===== src/rtl/cisbc_params.svh =====
/*
 * constants for the interrupt / serial / bus control block: bit positions,
 * vectors, reset values.
 * assumes inclusion by bare name from rtl files.
 */
`ifndef CISBC_PARAMS_SVH
`define CISBC_PARAMS_SVH

// mask-set accumulator layout
`define CISBC_SET_SERIAL_DATA 7
`define CISBC_SET_SERIAL_EN 6
`define CISBC_SET_RESET_75 4
`define CISBC_SET_MASK_EN 3
// mask-read layout
`define CISBC_RD_SERIAL_IN 7
`define CISBC_RD_PEND_HI 6
`define CISBC_RD_PEND_LO 4
`define CISBC_RD_IE 3
// restart vectors
`define CISBC_VEC_NMI 8'h24
`define CISBC_VEC_75 8'h3C
`define CISBC_VEC_65 8'h34
`define CISBC_VEC_55 8'h2C
`define CISBC_VEC_NONE 8'h00
// reset values
`define CISBC_MASK_RST 3'h7
`define CISBC_START_ADDR 16'h0000
// status codes {high, low}
`define CISBC_ST_HALT 2'h0
`define CISBC_ST_WRITE 2'h1
`define CISBC_ST_READ 2'h2
`define CISBC_ST_FETCH 2'h3

`endif


===== src/rtl/cisbc_pkg.sv =====
/*
 * types shared by the control block and its flag unit.
 * assumes nothing beyond a SystemVerilog compiler.
 */
package cisbc_pkg;

	typedef enum logic [1:0] {
		CISBC_CYC_HALT = 2'h0,
		CISBC_CYC_WRITE = 2'h1,
		CISBC_CYC_READ = 2'h2,
		CISBC_CYC_FETCH = 2'h3
	} cisbc_cycle_t;

	typedef enum logic [2:0] {
		CISBC_SRC_NONE = 3'h0,
		CISBC_SRC_NMI = 3'h1,
		CISBC_SRC_R75 = 3'h2,
		CISBC_SRC_R65 = 3'h3,
		CISBC_SRC_R55 = 3'h4,
		CISBC_SRC_GEN = 3'h5
	} cisbc_src_t;

	typedef struct packed {
		logic sign;
		logic zero;
		logic aux_carry;
		logic parity;
		logic carry;
	} cisbc_flags_t;

	typedef struct packed {
		logic [15:0] addr;
		logic [7:0] data;
		logic rd_n;
		logic wr_n;
		logic io_m;
	} cisbc_bus_t;

endpackage : cisbc_pkg


===== src/rtl/cisbc_flags.sv =====
/*
 * flag unit: registers sign, zero, parity, carry and auxiliary carry from an
 * 8-bit add or subtract, and evaluates branch conditions.
 * assumes operands and strobe come from logic on core_clk.
 */
`timescale 1ns/1ps
`include "cisbc_params.svh"

module cisbc_flags
(
	input wire logic core_clk,
	input wire logic sys_rst,
	input wire logic clk_en,
	input wire logic alu_update,
	input wire logic alu_sub,
	input wire logic [7:0] alu_a,
	input wire logic [7:0] alu_b,
	input wire logic alu_cin,
	input wire logic [2:0] cond_sel,
	output cisbc_pkg::cisbc_flags_t flags,
	output logic [7:0] alu_result,
	output logic cond_true
);

	cisbc_pkg::cisbc_flags_t flags_reg;
	cisbc_pkg::cisbc_flags_t flags_next;
	logic [7:0] b_eff;
	logic [8:0] sum;
	logic [4:0] nib;
	logic [7:0] res_reg;

	always_comb
	begin
		b_eff = alu_sub ? ~alu_b : alu_b;
		sum = {1'b0, alu_a} + {1'b0, b_eff} + {8'h00, alu_sub ^ alu_cin};
		nib = {1'b0, alu_a[3:0]} + {1'b0, b_eff[3:0]} + {4'h0, alu_sub ^ alu_cin};
		flags_next.sign = sum[7];
		flags_next.zero = (sum[7:0] == 8'h00);
		flags_next.parity = ~(^sum[7:0]);
		flags_next.carry = sum[8] ^ alu_sub;
		flags_next.aux_carry = nib[4] ^ alu_sub;
	end

	always_ff @(posedge core_clk)
	begin
		if (sys_rst)
		begin
			flags_reg <= '0;
			res_reg <= 8'h00;
		end
		else if (clk_en && alu_update)
		begin
			flags_reg <= flags_next;
			res_reg <= sum[7:0];
		end
	end

	// condition select: 0 nz,1 z,2 nc,3 c,4 po,5 pe,6 p,7 m
	always_comb
	begin
		unique case (cond_sel[2:1])
			2'h0: cond_true = flags_reg.zero;
			2'h1: cond_true = flags_reg.carry;
			2'h2: cond_true = flags_reg.parity;
			2'h3: cond_true = flags_reg.sign;
		endcase
		if (!cond_sel[0])
			cond_true = ~cond_true;
	end

	assign flags = flags_reg;
	assign alu_result = res_reg;

endmodule : cisbc_flags


===== src/rtl/cisbc_ctrl.sv =====
/*
 * control block of an 8-bit processor: prioritised interrupts with vectors,
 * mask-set / mask-read handling with a one-bit serial port, bus status codes,
 * bus hold for dma, clock division and flag evaluation.
 * assumes instruction decode and datapath drive the strobes from core_clk;
 * interrupt, hold and serial pins are asynchronous and synchronised here.
 */
// Contract
// - float bus strobes, address, data while granted
// - bus request answered by bus grant
// - internal clock is crystal divided by two
// - status codes halt, write, read, fetch at latch
// - five interrupt inputs, three maskable restarts
// - fixed priority and restart vectors
// - level restarts; 7.5 edge latched
// - nonmaskable ignores masks and enable
// - nonmaskable needs new rising edge each time
// - mask-read loads masks and serial input
// - enable kept across nonmaskable for mask-read
// - mask-set programs masks and serial output
// - mask-set enables gate masks and serial; bit 4 alone resets the 7.5 latch
// - sign flag from bit 7
// - zero flag on zero result
// - parity flag on even parity
// - carry flag from bit 7 carry/borrow
// - auxiliary carry from bit 3 to 4
// - conditions use last flag results
// - mask-read puts serial input in bit 7
// - serial output holds last enabled write
// - general request: hold pc, acknowledge, read instruction
// - reset starts at 0, clears enable and grant
`timescale 1ns/1ps
`include "cisbc_params.svh"

module cisbc_ctrl
(
	input wire logic core_clk,
	input wire logic sys_rst,
	input wire logic clk_en,
	output logic clk_out,
	input wire logic nmi_in,
	input wire logic restart_75_in,
	input wire logic restart_65_in,
	input wire logic restart_55_in,
	input wire logic general_interrupt_request,
	input wire logic int_poll,
	input wire logic int_enable_set,
	input wire logic int_enable_clr,
	output logic int_take,
	output logic [7:0] int_vector,
	output logic int_ack_n,
	input wire logic int_ack_done,
	output logic hold_pc,
	output logic [15:0] start_addr,
	input wire logic mask_read_instruction,
	input wire logic mask_set_instruction,
	input wire logic [7:0] working_register_a,
	output logic [7:0] mask_read_data,
	input wire logic serial_input_bit,
	output logic serial_output_bit,
	input wire logic bus_request,
	input wire logic cycle_end,
	output logic bus_grant_out,
	input wire logic latch_strobe,
	input wire cisbc_pkg::cisbc_cycle_t cycle_kind,
	output logic status_code_high,
	output logic status_code_low,
	input wire cisbc_pkg::cisbc_bus_t bus_drive,
	output cisbc_pkg::cisbc_bus_t bus_out,
	output logic bus_oe,
	output logic [7:0] bus_data_oe,
	input wire logic alu_update,
	input wire logic alu_sub,
	input wire logic [7:0] alu_a,
	input wire logic [7:0] alu_b,
	input wire logic alu_cin,
	input wire logic [2:0] cond_sel,
	output cisbc_pkg::cisbc_flags_t flags,
	output logic [7:0] alu_result,
	output logic cond_true
);

	// ***************************************************************
	// pin synchronisers
	// ***************************************************************
	localparam int NSYNC = 7;
	logic [NSYNC-1:0] pin_raw;
	logic [NSYNC-1:0] sync1_reg;
	logic [NSYNC-1:0] sync2_reg;
	logic nmi_s;
	logic r75_s;
	logic r65_s;
	logic r55_s;
	logic gen_s;
	logic sid_s;
	logic hold_s;

	assign pin_raw = {bus_request, serial_input_bit, general_interrupt_request,
		restart_55_in, restart_65_in, restart_75_in, nmi_in};

	genvar gi;
	generate
		for (gi = 0; gi < NSYNC; gi = gi + 1)
		begin : g_sync
			always_ff @(posedge core_clk)
			begin
				if (sys_rst)
				begin
					sync1_reg[gi] <= 1'b0;
					sync2_reg[gi] <= 1'b0;
				end
				else if (clk_en)
				begin
					sync1_reg[gi] <= pin_raw[gi];
					sync2_reg[gi] <= sync1_reg[gi];
				end
			end
		end
	endgenerate

	assign nmi_s = sync2_reg[0];
	assign r75_s = sync2_reg[1];
	assign r65_s = sync2_reg[2];
	assign r55_s = sync2_reg[3];
	assign gen_s = sync2_reg[4];
	assign sid_s = sync2_reg[5];
	assign hold_s = sync2_reg[6];

	// ***************************************************************
	// clock divider
	// ***************************************************************
	logic clk_div_reg;

	always_ff @(posedge core_clk)
	begin
		if (sys_rst)
			clk_div_reg <= 1'b0;
		else if (clk_en)
			clk_div_reg <= ~clk_div_reg;
	end

	assign clk_out = clk_div_reg;

	// ***************************************************************
	// edge capture for 7.5 and nonmaskable
	// ***************************************************************
	logic r75_prev_reg;
	logic r75_latch_reg;
	logic nmi_prev_reg;
	logic nmi_pend_reg;
	logic nmi_armed_reg;
	logic ie_reg;
	logic ie_saved_reg;
	logic [2:0] mask_reg;
	logic sod_reg;
	logic nmi_go;
	logic r75_go;
	logic r65_go;
	logic r55_go;
	logic gen_go;
	logic set_clears_75;
	cisbc_pkg::cisbc_src_t src;

	assign set_clears_75 = mask_set_instruction
		&& working_register_a[`CISBC_SET_RESET_75];

	always_ff @(posedge core_clk)
	begin
		if (sys_rst)
		begin
			r75_prev_reg <= 1'b0;
			r75_latch_reg <= 1'b0;
		end
		else if (clk_en)
		begin
			r75_prev_reg <= r75_s;
			// a rising edge in the clearing cycle still sets the latch
			if (r75_s && !r75_prev_reg)
				r75_latch_reg <= 1'b1;
			else if (set_clears_75 || (int_take && src == cisbc_pkg::CISBC_SRC_R75))
				r75_latch_reg <= 1'b0;
		end
	end

	// nonmaskable needs an edge and then a held level; served once per edge
	always_ff @(posedge core_clk)
	begin
		if (sys_rst)
		begin
			nmi_prev_reg <= 1'b0;
			nmi_armed_reg <= 1'b0;
			nmi_pend_reg <= 1'b0;
		end
		else if (clk_en)
		begin
			nmi_prev_reg <= nmi_s;
			nmi_armed_reg <= nmi_s && !nmi_prev_reg;
			if (nmi_armed_reg && nmi_s)
				nmi_pend_reg <= 1'b1;
			else if (!nmi_s || (int_take && src == cisbc_pkg::CISBC_SRC_NMI))
				nmi_pend_reg <= 1'b0;
		end
	end

	// ***************************************************************
	// priority and vectors
	// ***************************************************************
	assign nmi_go = nmi_pend_reg;
	assign r75_go = ie_reg && r75_latch_reg && !mask_reg[2];
	assign r65_go = ie_reg && r65_s && !mask_reg[1];
	assign r55_go = ie_reg && r55_s && !mask_reg[0];
	assign gen_go = ie_reg && gen_s;

	always_comb
	begin
		if (nmi_go)
			src = cisbc_pkg::CISBC_SRC_NMI;
		else if (r75_go)
			src = cisbc_pkg::CISBC_SRC_R75;
		else if (r65_go)
			src = cisbc_pkg::CISBC_SRC_R65;
		else if (r55_go)
			src = cisbc_pkg::CISBC_SRC_R55;
		else if (gen_go)
			src = cisbc_pkg::CISBC_SRC_GEN;
		else
			src = cisbc_pkg::CISBC_SRC_NONE;
	end

	assign int_take = int_poll && (src != cisbc_pkg::CISBC_SRC_NONE);

	always_ff @(posedge core_clk)
	begin
		if (sys_rst)
			int_vector <= `CISBC_VEC_NONE;
		else if (clk_en && int_take)
		begin
			unique case (src)
				cisbc_pkg::CISBC_SRC_NMI: int_vector <= `CISBC_VEC_NMI;
				cisbc_pkg::CISBC_SRC_R75: int_vector <= `CISBC_VEC_75;
				cisbc_pkg::CISBC_SRC_R65: int_vector <= `CISBC_VEC_65;
				cisbc_pkg::CISBC_SRC_R55: int_vector <= `CISBC_VEC_55;
				default: int_vector <= `CISBC_VEC_NONE;
			endcase
		end
	end

	// ***************************************************************
	// general request acknowledge
	// ***************************************************************
	logic ack_reg;

	always_ff @(posedge core_clk)
	begin
		if (sys_rst)
			ack_reg <= 1'b0;
		else if (clk_en)
		begin
			if (int_take && src == cisbc_pkg::CISBC_SRC_GEN)
				ack_reg <= 1'b1;
			else if (int_ack_done)
				ack_reg <= 1'b0;
		end
	end

	assign int_ack_n = ~ack_reg;
	assign hold_pc = ack_reg;
	assign start_addr = `CISBC_START_ADDR;

	// ***************************************************************
	// interrupt enable and masks
	// ***************************************************************
	always_ff @(posedge core_clk)
	begin
		if (sys_rst)
		begin
			ie_reg <= 1'b0;
			ie_saved_reg <= 1'b0;
		end
		else if (clk_en)
		begin
			if (int_take)
			begin
				ie_reg <= 1'b0;
				if (src == cisbc_pkg::CISBC_SRC_NMI)
					ie_saved_reg <= ie_reg;
			end
			else if (int_enable_set)
				ie_reg <= 1'b1;
			else if (int_enable_clr)
				ie_reg <= 1'b0;
			if (mask_read_instruction)
				ie_saved_reg <= ie_reg;
		end
	end

	always_ff @(posedge core_clk)
	begin
		if (sys_rst)
			mask_reg <= `CISBC_MASK_RST;
		else if (clk_en && mask_set_instruction && working_register_a[`CISBC_SET_MASK_EN])
			mask_reg <= working_register_a[2:0];
	end

	always_ff @(posedge core_clk)
	begin
		if (sys_rst)
			sod_reg <= 1'b0;
		else if (clk_en && mask_set_instruction && working_register_a[`CISBC_SET_SERIAL_EN])
			sod_reg <= working_register_a[`CISBC_SET_SERIAL_DATA];
	end

	assign serial_output_bit = sod_reg;

	// ***************************************************************
	// mask read
	// ***************************************************************
	always_ff @(posedge core_clk)
	begin
		if (sys_rst)
			mask_read_data <= 8'h00;
		else if (clk_en && mask_read_instruction)
			mask_read_data <= {sid_s, r75_latch_reg, r65_s, r55_s,
				ie_saved_reg | ie_reg, mask_reg};
	end

	// ***************************************************************
	// status codes
	// ***************************************************************
	always_ff @(posedge core_clk)
	begin
		if (sys_rst)
		begin
			status_code_high <= 1'b0;
			status_code_low <= 1'b0;
		end
		else if (clk_en && latch_strobe)
		begin
			status_code_high <= cycle_kind[1];
			status_code_low <= cycle_kind[0];
		end
	end

	// ***************************************************************
	// bus hold
	// ***************************************************************
	logic grant_reg;

	always_ff @(posedge core_clk)
	begin
		if (sys_rst)
			grant_reg <= 1'b0;
		else if (clk_en)
		begin
			if (hold_s && cycle_end)
				grant_reg <= 1'b1;
			else if (!hold_s)
				grant_reg <= 1'b0;
		end
	end

	assign bus_grant_out = grant_reg;

	always_ff @(posedge core_clk)
	begin
		if (sys_rst)
			bus_out <= '{addr: 16'h0000, data: 8'h00, rd_n: 1'b1, wr_n: 1'b1, io_m: 1'b0};
		else if (clk_en)
			bus_out <= bus_drive;
	end

	assign bus_oe = ~grant_reg;
	assign bus_data_oe = grant_reg ? 8'h00 : {8{~bus_drive.wr_n}};

	// ***************************************************************
	// flags
	// ***************************************************************
	cisbc_flags u_flags
	(
		.core_clk(core_clk),
		.sys_rst(sys_rst),
		.clk_en(clk_en),
		.alu_update(alu_update),
		.alu_sub(alu_sub),
		.alu_a(alu_a),
		.alu_b(alu_b),
		.alu_cin(alu_cin),
		.cond_sel(cond_sel),
		.flags(flags),
		.alu_result(alu_result),
		.cond_true(cond_true)
	);

endmodule : cisbc_ctrl


===== config.mk =====
export PLATFORM = sky130hd
export DESIGN_NAME = cisbc_ctrl
export DESIGN_NICKNAME = d
export VERILOG_FILES = /design/src/rtl/cisbc_pkg.sv /design/src/rtl/cisbc_flags.sv /design/src/rtl/cisbc_ctrl.sv
export VERILOG_INCLUDE_DIRS = /design/src /design/src/rtl
export SDC_FILE = /design/constraint.sdc
export NUM_CORES = 1
export LEC_CHECK = 0
export BUFFER_PORTS_ARGS = -buffer_cell sky130_fd_sc_hd__buf_2
export CORE_ASPECT_RATIO = 0.7
export CORE_MARGIN = 3
export CORE_UTILIZATION = 43
export CTS_CLUSTER_SIZE = 24
export DETAILED_ROUTE_END_ITERATION = 10
export PLACE_DENSITY_LB_ADDON = 0.08
export SYNTH_ARGS = -nofsm -noshare
export SYNTH_HDL_FRONTEND = slang
export SYNTH_SLANG_ARGS = --single-unit
export TNS_END_PERCENT = 1

===== constraint.sdc =====
create_clock -name core_clk -period 3.9 [get_ports core_clk]
set_clock_uncertainty 0.15 [all_clocks]
set_input_delay 0.78 -clock core_clk [delete_from_list [all_inputs] [get_ports core_clk]]
set_output_delay 0.78 -clock core_clk [all_outputs]
set_load 0.005 [all_outputs]

## Yosys cells after proc, flatten, opt, wreduce, memory -nomap -nowiden

Index checks and enable logic that the tools add are counted.

- $add $sub $neg: 4
- Equal/unequal tests: 9
- Muxes and demuxes: 24
- Bitwise logic cells: 11
- Reductions and logical operators: 47

Operators with widths:

| kind | count |
|---|---|
| 6-bit case mux with 4 select lines | 1 |
| 1-bit logical AND | 23 |
| 8-bit 2-to-1 mux | 2 |
| 1-bit 2-to-1 mux | 15 |
| 3-bit 2-to-1 mux | 5 |
| 2-bit AND reduction | 5 |
| 2-bit nonzero test | 5 |
| 8-bit by 8-bit adder with 9-bit output | 1 |
| 9-bit by 1-bit adder with 9-bit output | 1 |
| 8-bit logical NOT | 1 |
| 8-bit NOT | 1 |
| 8-bit XOR reduction | 1 |
| 3-bit by 2-bit == test with 1-bit output, second input constant | 2 |
| 3-bit == test, second input constant | 2 |
| 1-bit logical NOT | 6 |
| 1-bit NOT | 6 |
| 3-bit nonzero test | 2 |
| 4-bit by 4-bit adder with 5-bit output | 1 |
| 5-bit by 1-bit adder with 5-bit output | 1 |
| 2-bit == test, second input constant | 2 |
| 1-bit case mux with 4 select lines | 1 |
| 3-bit by 1-bit == test with 1-bit output, second input constant | 1 |
| 3-bit AND reduction | 1 |
| 1-bit XOR | 3 |
| other kinds (5) | 6 |

- Flip-flop bits (word level): 86
- Input bits: 77
- Output and inout bits: 90
- Word-level logic and storage cells: 136

## Longest topological paths before layout

Gate-level depths: netlist (run 1).

- Word-level depth: 12
- Gate-level depth with buffers: 13
- Mapped depth without buffers: 12

## By module

A second synthesis (run 1) with hierarchy kept.

- Cells, all modules: 412
- Area, all modules: 3,838.7 um^2

By module, submodules not included:

| module | instances | cells each | area each (um^2) | seq. area each (um^2) |
|---|---|---|---|---|
| cisbc_ctrl | 1 | 293 | 2,786.4 | 1,361.3 |
| cisbc_flags | 1 | 119 | 1,052.3 | 240.2 |

## Worst setup path before layout (run 1)

No wires, ideal clock.

- Path kind: in2reg
- Start point: input alu_sub
- End point: register u_flags.flags_reg, in the netlist u_flags.flags[1]
- Arrival: 3,698 ps
- Required time: 3,680 ps
- Setup slack: -19 ps
- Cell stages on the path: 13
- Buffers on the path: 1
- Path through: buf_1 -> xor2_1 -> fa_1 -> fa_1 -> a211oi_1 -> o21bai_1 -> a21oi_1 -> xor2_1 -> ha_1 -> xnor2_1 -> xnor2_1 -> nand2_1 -> a21oi_1

- Cells in the longest elaborated chain, start to end: 5

Ends and longest elaborated chain:

| what | RTL line | text |
|---|---|---|
| from (decl) | cisbc_ctrl.sv:73 | `input wire logic alu_sub,` |
| 8-bit 2-to-1 mux | cisbc_flags.sv:34 | `b_eff = alu_sub ? ~alu_b : alu_b;` |
| 8-bit by 8-bit adder with 9-bit output | cisbc_flags.sv:35 | `sum = {1'b0, alu_a} + {1'b0, b_eff} + {8'h00, alu_sub ^ alu_cin};` |
| 9-bit by 1-bit adder with 9-bit output (*) | cisbc_flags.sv:35 |  |
| 8-bit XOR reduction (*) | cisbc_flags.sv:39 | `flags_next.parity = ~(^sum[7:0]);` |
| 1-bit NOT (*) | cisbc_flags.sv:39 |  |
| to (signal assigned) | cisbc_flags.sv:53 | `flags_reg <= flags_next;` |
| to (decl) | cisbc_flags.sv:25 | `cisbc_pkg::cisbc_flags_t flags_reg;` |

Every way passes the cells marked *; elsewhere a longest branch is shown, timed or not.
A chain may end at the register's enable or synchronous reset.

## Worst setup path in the final report (run 1)

Same ends and word-level chain as after synthesis.

==> out/qor.csv, run 1 <==
stage;metric;value;unit
sta;fmax;287;MHz
place;GP Congestion;0.788;
clocking;CTS clock-pin slew for the worst setup and hold paths;60;ps
sta;# setup viols final;0;
yosys;mapped cell area;0.00384;sq mm
detailed_routing;# DRC;0;
clocking;Worst-Skew Late Latency;330;ps
clocking;Root Buffer Master;clkbuf_16;
sta;Fin Setup TNS;0;ps
clocking;number of CTS-inserted buffers;9;
place;DP HPWL;6.95;mm
worst_setup_path;Critical Path End Type;flop;
final_layout;Reg with most FFs;bus_out;
final_layout;share of cells above drive strength 1;30.8;%
yosys;post-synthesis adder-cell area fraction;4.62;%
final_layout;final core utilization;56.8;%
worst_hold_path;Hold Path Class;flop to flop;
global_route;largest net degree at the start of global routing;48;
global_route;initial antenna violation count;0;
detailed_routing;Routed Antenna Nets;0;
clocking;CTS max path bufs;2;
sta;minimum clock period;3480;ps
global_route;first-pass GRT wire length;14.5;mm
yosys;mux cell area share after synthesis;13.6;%
sta;Final Hold Viols;0;
die;die width;119;um
global_route;grt ovf;0;
yosys;cell taking the most area after synthesis;dfxtp_1;
detailed_routing;wire per inst;13.4;um
sta;RSZ-0062 raised after global routing;false;
yosys;Seq/Total Area, Yosys;41.7;%
clocking;setup bufs post-CTS;0;
clocking;CTS tree;yes;
yosys;main combinational cell family by area after synthesis;simple AND/OR/NAND/NOR gates;
die;Rows;28;
place;I/O Buffers;145;
worst_hold_path;Worst Hold End;mask_read_data[2];
final_layout;diode count;0;
clocking;Sink Count;80;
power_and_ir_drop;Power Dens Cells;460;mW/mm^2
detailed_routing;DR vias/cell;4.82;
yosys;simple-gate area share of the yosys netlist;16.5;%
final_layout;area delta synth->final;26.8;%
die;die height;85.1;um
die;I/O pin cnt;167;
yosys;syn_area_per_cell;9.03;sq um
worst_setup_path;critical path type;primary input to flop;
sta;Slew Limit Fails;0;
worst_setup_path;flop2flop setup slack;2230;ps
yosys;top post-synthesis cells by count;dfxtp_1, nor2_1, mux2i_1;
worst_setup_path;Critical R2R Capture;int_vector[2];
power_and_ir_drop;Peak VDD IR;0.278;mV
sta;crit share post-route;89.3;%
die;Initial Util;44.8;%
detailed_routing;drt pass-1 iters;5;
global_route;vias in the first global route;3008;
worst_hold_path;WHS Path Cells;2;
yosys;Yosys warnings;0;
yosys;ranking of synthesized cells by area;dfxtp_1, mux2i_1, buf_4;
yosys;most common cell in the synthesized netlist;dfxtp_1;
clocking;CTS Hold Bufs;0;
detailed_routing;Initial DRC Count;207;
yosys;complex-gate fraction of the synthesized area;10.3;%
detailed_routing;final WL;9.14;mm
yosys;XOR/XNOR Fraction of Synth Area;4.56;%
worst_setup_path;reg2reg path depth;4;
worst_hold_path;hold wc startpoint;mask_read_data[2];
yosys;EDFF count, synth;0;
global_route;gr usage total;17.8;%
yosys;proportion of netlist area held by the largest area contributor;41.7;%
power_and_ir_drop;Pwr Total;2.24;mW
sta;Slew Limit Headroom;58.6;%
clocking;H-tree depth;3;
final_layout;final net count;647;
clocking;post-CTS resize count;0;
power_and_ir_drop;P_leak;2.41;nW
yosys;top_reg_cell synth;dfxtp_1;
job;Max Cap Viol;0;
worst_setup_path;CP max FO;3;
sta;Worst-Margin Slew;617;ps
outcome;status;completed;
yosys;Synth Instances;426;
yosys;Distinct cells, synth;51;
worst_setup_path;WP data required;4010;ps
die;core area;0.00858;sq mm
yosys;Post-synth ARST share;0;%
final_layout;max FFs per register;27;
worst_setup_path;CP arrival;3590;ps
yosys;Seq cells post-synth;80;
detailed_routing;vias;3289;
worst_setup_path;Worst setup SP type;primary input;
worst_setup_path;r2r startpoint;r55_s;
die;die area;0.0101;sq mm
-- worst max-delay path: stages --
cell and delay, ps:
buf_2 130, xor2_1 170, fa_1 450, fa_1 420
a211oi_1 260, buf_4 160, o21bai_1 90, a21oi_1 180
xor2_1 170, ha_1 260, xnor2_1 170, xnor2_1 130
nand2_1 70, a21oi_1 140
-- metrics by stage --
stage          std cells  hold WS (ps)  instance area (sq um)  setup WS (ps)
4_1_cts              682           307                   4880            420
3_3_place_gp         666           292                   4540            133
5_1_grt              682           320                   4880            187
6_report             682           304                   4880            416
2_1_floorplan        445           281                   3920            175
3_5_place_dp         666           297                   4540            107
-- worst max-delay path by stage --
stage,cells after the start,to,from
after floorplan,13,u_flags.flags[1],alu_sub
after global placement,14,u_flags.flags[1],alu_sub
after detailed placement,14,u_flags.flags[1],alu_sub
after CTS,14,u_flags.flags[1],alu_sub
after global routing,14,u_flags.flags[1],alu_sub
final,14,u_flags.flags[1],alu_sub
-- layout by cell type (no fill, tap or decap), drive strengths merged, types with 2 or more instances in the layout --
cell / count
ha: 11
mux2i: 50
and2: 3
nor3: 6
a21o: 4
conb: 20
a211oi: 4
o21bai: 2
inv: 5
nand3b: 3
dfxtp: 80
o211ai: 2
a21oi: 26
buf: 153
or3: 2
nand4: 2
clkbuf: 14
nand2b: 2
nor2b: 5
nand3: 13
bufinv: 2
nor2: 54
and3: 4
xor2: 12
o21ai: 8
nand2: 43
o21a: 2
xnor2: 8
a2111o: 2
fa: 2
-- power breakdown --
part,switching [mW],internal [mW]
clock,0.305,0.613
combinational,0.220,0.213
sequential,0.0272,0.865
-- cell type report --
class	instances	area, sq um
multi-input cells	307	1980
flip-flops and latches	80	1600
clock buffers	14	274
inverters	6	22.5
fillers	804	3710
repair buffers	153	786
clock inverters	2	60.1
well taps	120	150
-- kinds of logic (layout without fill, tap and decap cells) --
kind of cell | after synthesis | after routing
xor gates and xnor gates | 20 | 20
buffers and inverters | 58 | 175
muxes | 51 | 51
AOI/OAI and AO/OA | 61 | 61
and+or+nand+nor | 142 | 142
other | 1 | 20
DFF | 80 | 80
adders and majority gates | 13 | 13
-- per-layer routing --
| metal | share of wire [%] | track usage, % |
|---|---|---|
| met1 | 49 | 24.5 |
| met2 | 43 | 26.2 |
| met3 | 7.6 | 7.20 |
| met4 | 0.78 | 4.42 |
| met5 | 0 | 0 |
No activity file was read; power rests on OpenSTA's default activity.
==> run 2, diff against run 1 <==
--- a/config.mk
+++ b/config.mk
@@ -9,7 +9,7 @@
 export BUFFER_PORTS_ARGS = -buffer_cell sky130_fd_sc_hd__buf_2
 export CORE_ASPECT_RATIO = 0.7
 export CORE_MARGIN = 3
-export CORE_UTILIZATION = 43
+export CORE_UTILIZATION = 35
 export CTS_CLUSTER_SIZE = 24
 export DETAILED_ROUTE_END_ITERATION = 10
 export PLACE_DENSITY_LB_ADDON = 0.08
==> run 2 against run 1 <==
- non-clock buffer count rose by 1
- final cell count rose by 4.3%
- global-route usage fell by 2.8 points
- combinational power rose by 2%
- critical path depth did not move
- first-iteration DRC count fell by 57%
- die area rose by 21%
- worst hold slack got worse by 2.6 ps
- via count fell by 1.4%
- count of clock-buffer cells in the layout fell by 3
- final area rose by 1.2%
- largest power group unchanged
- highest routed layer unchanged
==> out/qor.csv, run 2 (synthesis results as in run 1) <==
stage;metric;value;unit;change
power_and_ir_drop;P_leak;2.42;nW;+0.51%
sta;Worst-Margin Slew;718;ps;+101 ps
worst_hold_path;Hold Path Class;flop to flop;;
place;DP HPWL;7.09;mm;+2.0%
clocking;CTS clock-pin slew for the worst setup and hold paths;60;ps;about the same
clocking;CTS Hold Bufs;0;;unchanged
worst_setup_path;Critical Path Source;alu_sub;;
clocking;Root Buffer Master;clkbuf_16;;
worst_setup_path;r2r startpoint;r55_s;;
sta;# setup viols final;0;;unchanged
global_route;grt met3 use;5.62;%;-1.6 points
place;GP Congestion;0.808;;+2.5%
worst_setup_path;crit path to;u_flags.flags[1];;
worst_setup_path;Critical R2R Capture;int_vector[2];;
final_layout;most frequent cells in the layout;buf_2, dfxtp_1, nor2_1;;
die;Initial Util;36.6;%;-8.2 points
final_layout;final core utilization;46.9;%;-9.9 points
global_route;most used routing layer;met2;;
sta;Fin Setup TNS;0;ps;unchanged
die;core area;0.0105;sq mm;+22%
global_route;grt met1 use;21.1;%;-3.5 points
die;I/O pin cnt;167;;unchanged
power_and_ir_drop;internal power;1.72;mW;+1.9%
final_layout;final net count;648;;+0.15%
sta;Final Hold Viols;0;;unchanged
place;I/O Buffers;145;;unchanged
power_and_ir_drop;Switching Share;25.1;%;+0.46 points
power_and_ir_drop;Peak VDD IR;0.224;mV;-20%
power_and_ir_drop;net switching power;577;uW;+4.5%
power_and_ir_drop;Combinational Power Share;19.2;%;about the same
sta;Slew Limit Fails;0;;unchanged
detailed_routing;# DRC;0;;unchanged
worst_setup_path;delay of the slowest cell on the worst path;440;ps;about the same
final_layout;area delta synth->final;28.3;%;
global_route;largest net degree at the start of global routing;67;;+40%
job;Max Cap Viol;0;;unchanged
sta;RSZ-0062 raised after global routing;false;;
detailed_routing;Routed Antenna Nets;0;;unchanged
worst_setup_path;Slowest cell on crit path;fa_1;;
power_and_ir_drop;Power Dens Cells;466;mW/mm^2;+1.4%
die;die height;93.7;um;+10%
clocking;setup bufs post-CTS;0;;unchanged
sta;crit share post-route;89.9;%;+0.56 points
die;Rows;31;;+11%
global_route;met2 global-route usage;22.0;%;-4.3 points
detailed_routing;vias;3243;;-1.4%
clocking;CTS tree;yes;;
final_layout;fillers;1042;;+30%
worst_setup_path;flop2flop setup slack;2160;ps;-70 ps
worst_setup_path;critical path's top delay family;adder cells;;
final_layout;commonest non-fill, non-tap cell in the layout;buf_2;;
worst_setup_path;Critical Path End Type;flop;;
global_route;vias in the first global route;2979;;-0.96%
worst_setup_path;reg2reg path depth;4;;unchanged
place;Post-DP Area;0.00459;sq mm;+0.99%
clocking;CTS max path bufs;2;;unchanged
clocking;number of CTS-inserted buffers;9;;unchanged
sta;Slew Limit Headroom;52.1;%;-6.5 points
clocking;H-tree depth;3;;unchanged
detailed_routing;Initial DRC Count;89;;-57%
worst_setup_path;WP data required;4000;ps;about the same
worst_setup_path;Worst setup SP type;primary input;;
detailed_routing;final WL;9.56;mm;+4.5%
die;die width;131;um;+10%
detailed_routing;wire per inst;13.4;um;+0.27%
global_route;grt ovf;0;;unchanged
die;die area;0.0123;sq mm;+21%
final_layout;fin area;0.00493;sq mm;+1.2%
clocking;Worst-Skew Late Latency;330;ps;about the same
worst_setup_path;CP Cell Sequence;buf_2 > xor2_1 > fa_1 > fa_1 > a211oi_1 > buf_4 > o21bai_1 > a21oi_1 > xor2_1 > ha_1 > xnor2_1 > xnor2_1 > nand2_1 > a21oi_1;;
clocking;post-CTS resize count;0;;unchanged
detailed_routing;drt pass-1 iters;4;;-1
worst_setup_path;WP depth;14;;unchanged
global_route;initial antenna violation count;0;;unchanged
sta;fmax;285;MHz;-0.63%
detailed_routing;DR vias/cell;4.56;;-5.4%
power_and_ir_drop;Reg power frac;38.7;%;-1.1 points
sta;minimum clock period;3510;ps;+21.9 ps
outcome;status;completed;;
final_layout;Reg with most FFs;bus_out;;
global_route;first-pass GRT wire length;15.0;mm;+3.4%
worst_setup_path;Buf/Inv on CP;2;;unchanged
worst_setup_path;critical path type;primary input to flop;;
power_and_ir_drop;Clock Power Share;42.0;%;+1.1 points
final_layout;max FFs per register;27;;unchanged
final_layout;share of cells above drive strength 1;31.1;%;+0.30 points
final_layout;diode count;0;;unchanged
clocking;Sink Count;80;;unchanged
worst_setup_path;CP max FO;3;;unchanged
global_route;gr usage total;15.1;%;-2.8 points
worst_setup_path;CP arrival;3610;ps;+20 ps
run 2: power by group through the flow:
stage,registers [mW],logic (mW),clock network [mW]
CTS,0.892,0.446,0.999
detailed placement,0.910,0.443,0
global route,0.898,0.492,1.03
finish,0.891,0.442,0.966
global placement,0.908,0.443,0
floorplan,0.909,0.304,0
run 2: worst min path at each step:
stage | start | endpoint | slack [ps] | cells after the start
2_1_floorplan | sid_s | mask_read_data[7] | 280 | 2
3_3_place_gp | mask_read_data[6] | mask_read_data[6] | 290 | 2
3_5_place_dp | u_flags.alu_result[3] | u_flags.alu_result[3] | 300 | 2
4_1_cts | u_flags.alu_result[3] | u_flags.alu_result[3] | 310 | 2
5_1_grt | mask_read_data[7] | mask_read_data[7] | 330 | 2
6_report | u_flags.alu_result[0] | u_flags.alu_result[0] | 300 | 2
run 2: area by class of cell:
type,count,area [sq um],share of cell area (%)
clock buffer,11,243,4.92
inverter,6,22.5,0.457
multi-input combinational,307,1980,40.2
timing repair buffer,154,796,16.1
tap,148,185,3.75
sequential,80,1600,32.5
clock inverter,5,104,2.11
run 2: stage by stage:
step	hold WS, ps	total power, mW	cells	setup slack (ps)
detailed placement	297	1.35	695	95.0
CTS	306	2.34	711	420
global route	329	2.42	711	275
global placement	292	1.35	695	131
floorplan	281	1.21	445	175
finish	302	2.30	711	394
run 2: worst register-to-register path: stages, from the launching register on:
cell and delay (ps):
dfxtp_1 330, nor2b_1 160, o41ai_1 490, a21oi_1 250, o211a_1 250
run 2: per-layer routing:
layer  vias up  share of wire [%]
li1       1675                  -
met1      1450                 51
met2       109                 40
met3         9                8.1
met4         0                1.0
met5         -                  0
==> run 3, diff against run 2 <==
--- a/config.mk
+++ b/config.mk
@@ -6,10 +6,11 @@
 export SDC_FILE = /design/constraint.sdc
 export NUM_CORES = 1
 export LEC_CHECK = 0
-export BUFFER_PORTS_ARGS = -buffer_cell sky130_fd_sc_hd__buf_2
+export BUFFER_PORTS_ARGS = -buffer_cell sky130_fd_sc_hd__buf_4
 export CORE_ASPECT_RATIO = 0.7
 export CORE_MARGIN = 3
 export CORE_UTILIZATION = 35
+export CTS_BUF_LIST = sky130_fd_sc_hd__clkbuf_4 sky130_fd_sc_hd__clkbuf_8
 export CTS_CLUSTER_SIZE = 24
 export DETAILED_ROUTE_END_ITERATION = 10
 export PLACE_DENSITY_LB_ADDON = 0.08
==> run 3 against run 2 <==
- worst hold slack improved by 6.8 ps
- final area grew 4.4%
- via count rose by 0.83%
- non-clock buffer count decreased by 1
==> out/qor.csv, run 3 (synthesis results as in run 1) <==
stage;metric;value;unit;change
final_layout;most frequent cells in the layout;buf_4, dfxtp_1, nor2_1;;
sta;worst setup margin;460;ps;+65.9 ps
clocking;CTS Hold Bufs;0;;unchanged
final_layout;diode count;0;;unchanged
clocking;Worst-Skew Late Latency;340;ps;about the same
detailed_routing;final WL;9.87;mm;+3.3%
detailed_routing;vias;3270;;+0.83%
place;DP HPWL;7.38;mm;+4.1%
clocking;CTS max path bufs;2;;unchanged
worst_setup_path;Critical Path Source;alu_sub;;
outcome;status;completed;;
die;core area;0.0105;sq mm;unchanged
sta;Fin Setup TNS;0;ps;unchanged
sta;fmax;291;MHz;+1.9%
worst_setup_path;critical path type;primary input to flop;;
power_and_ir_drop;Combinational Power Share;24.0;%;+4.8 points
die;I/O pin cnt;167;;unchanged
die;Rows;31;;unchanged
final_layout;max FFs per register;27;;unchanged
job;Max Cap Viol;0;;unchanged
final_layout;Multi-input gate area;0.00198;sq mm;unchanged
place;GP Congestion;0.812;;+0.51%
global_route;first-pass GRT wire length;15.4;mm;+2.4%
power_and_ir_drop;Power Dens Cells;394;mW/mm^2;-16%
final_layout;area delta synth->final;33.9;%;
final_layout;Sequential Area;0.00160;sq mm;unchanged
sta;minimum clock period;3440;ps;-65.9 ps
worst_setup_path;r2r startpoint;r55_s;;
die;die width;131;um;unchanged
worst_setup_path;CP arrival;3560;ps;-50 ps
clocking;post-CTS resize count;0;;unchanged
sta;crit share post-route;88.2;%;-1.7 points
global_route;initial antenna violation count;0;;unchanged
worst_setup_path;CP max FO;3;;unchanged
clocking;Sink Count;80;;unchanged
power_and_ir_drop;net switching power;551;uW;-4.5%
final_layout;share of cells above drive strength 1;31.0;%;-0.067 points
power_and_ir_drop;Switching Share;27.2;%;+2.1 points
global_route;largest net degree at the start of global routing;72;;+7.5%
place;I/O Buffers;145;;unchanged
clocking;setup bufs post-CTS;0;;unchanged
die;Initial Util;36.6;%;unchanged
sta;Slew Limit Headroom;50.2;%;-1.9 points
power_and_ir_drop;Clock Power Share;32.0;%;-10 points
worst_hold_path;Hold Path Class;flop to flop;;
clocking;number of CTS-inserted buffers;9;;unchanged
sta;Worst-Margin Slew;747;ps;+29.1 ps
detailed_routing;wire per inst;13.9;um;+3.6%
power_and_ir_drop;P_leak;2.43;nW;+0.42%
power_and_ir_drop;internal power;1.48;mW;-14%
detailed_routing;# DRC;0;;unchanged
global_route;vias in the first global route;3103;;+4.2%
die;die height;93.7;um;unchanged
clocking;CTS clock-pin slew for the worst setup and hold paths;80;ps;+20 ps
final_layout;final net count;647;;-0.15%
global_route;gr usage total;15.6;%;+0.49 points
worst_setup_path;CP Cell Sequence;buf_4 > xor2_1 > fa_1 > fa_1 > a211oi_1 > buf_4 > o21bai_1 > a21oi_1 > xor2_1 > ha_1 > xnor2_1 > xnor2_1 > nand2_1 > a21oi_1;;
final_layout;non-filler cells, final;709;;-0.28%
final_layout;commonest non-fill, non-tap cell in the layout;buf_4;;
final_layout;Reg with most FFs;bus_out;;
clocking;H-tree depth;3;;unchanged
sta;Final Hold Viols;0;;unchanged
global_route;grt ovf;0;;unchanged
worst_setup_path;Critical Path End Type;flop;;
detailed_routing;drt pass-1 iters;4;;unchanged
die;die area;0.0123;sq mm;unchanged
power_and_ir_drop;Peak VDD IR;0.254;mV;+13%
worst_setup_path;Slowest cell on crit path;fa_1;;
worst_hold_path;hold wc startpoint;u_flags.alu_result[3];;
final_layout;fillers;1038;;-0.38%
sta;Slew Limit Fails;0;;unchanged
place;DP Worst Slack;138;ps;+43.4 ps
detailed_routing;Routed Antenna Nets;0;;unchanged
power_and_ir_drop;Reg power frac;44.0;%;+5.3 points
place;placed cells;694;;-0.14%
sta;# setup viols final;0;;unchanged
worst_setup_path;Worst setup SP type;primary input;;
detailed_routing;Initial DRC Count;94;;+5.6%
clocking;CTS tree;yes;;
worst_setup_path;delay of the slowest cell on the worst path;430;ps;about the same
sta;RSZ-0062 raised after global routing;false;;
detailed_routing;DR vias/cell;4.61;;+1.1%
worst_setup_path;WP data required;4020;ps;+20 ps
clocking;Root Buffer Master;clkbuf_8;;
run 3: cell count changes in the layout (fill, tap and decap cells not counted), moves of 2 or more:
| cell | delta |
|---|---|
| clkbuf_16 | -9 |
| buf_4 | +143 |
| buf_2 | -144 |
| clkbuf_8 | +8 |
| clkinvlp_4 | +2 |
run 3: path summary, 6_finish.rpt:
| path | cells after the start | endpoint | slack, ps |
|---|---|---|---|
| max | 14 | u_flags.flags[1] | 460 |
| min | 2 | u_flags.alu_result[3] | 310 |
| max reg2reg | 4 | int_vector[2] | 2160 |
| min reg2reg | 2 | u_flags.alu_result[3] | 310 |
run 3: area by class of cell:
class	instances	share of cell area, %
Inverter	6	0.437
Clock buffer	9	2.41
Clock inverter	6	1.65
Timing Repair Buffer	153	22.3
Multi-Input combinational cell	307	38.5
Tap cell	148	3.60
Sequential cell	80	31.1
run 3: power groups by stage:
stage | combinational, mW | clock (mW) | sequential (mW)
6_report | 0.486 | 0.648 | 0.892
5_1_grt | 0.536 | 0.708 | 0.899
4_1_cts | 0.489 | 0.683 | 0.893
3_5_place_dp | 0.486 | 0 | 0.912
3_3_place_gp | 0.485 | 0 | 0.910
2_1_floorplan | 0.304 | 0 | 0.909
run 3: worst max-delay path, delay by kind of cell:
| family | cells | cell delay [ps] |
|---|---|---|
| simple gates | 1 | 70 |
| buf+inv | 2 | 290 |
| xor+xnor | 4 | 650 |
| compound gates | 4 | 670 |
| fa+ha+maj | 3 | 1100 |
run 3: routing by layer:
layer	vias to the layer above	part of all wire, %	global-route usage, %
li1	1667	-	-
met1	1477	50	21.6
met2	118	41	22.5
met3	8	7.9	6.00
met4	0	0.99	4.46
met5	-	0	0
run 3: through the flow:
stage | instance area [sq um] | hold WS, ps | power (mW) | util [%]
after floorplan | 3920 | 281 | 1.21 | -
after global placement | 4940 | 295 | 1.40 | 47.0
after detailed placement | 4940 | 299 | 1.40 | 47.0
after CTS | 5150 | 311 | 2.06 | 49.0
after global routing | 5150 | 332 | 2.14 | 49.0
final | 5150 | 309 | 2.03 | 49.0
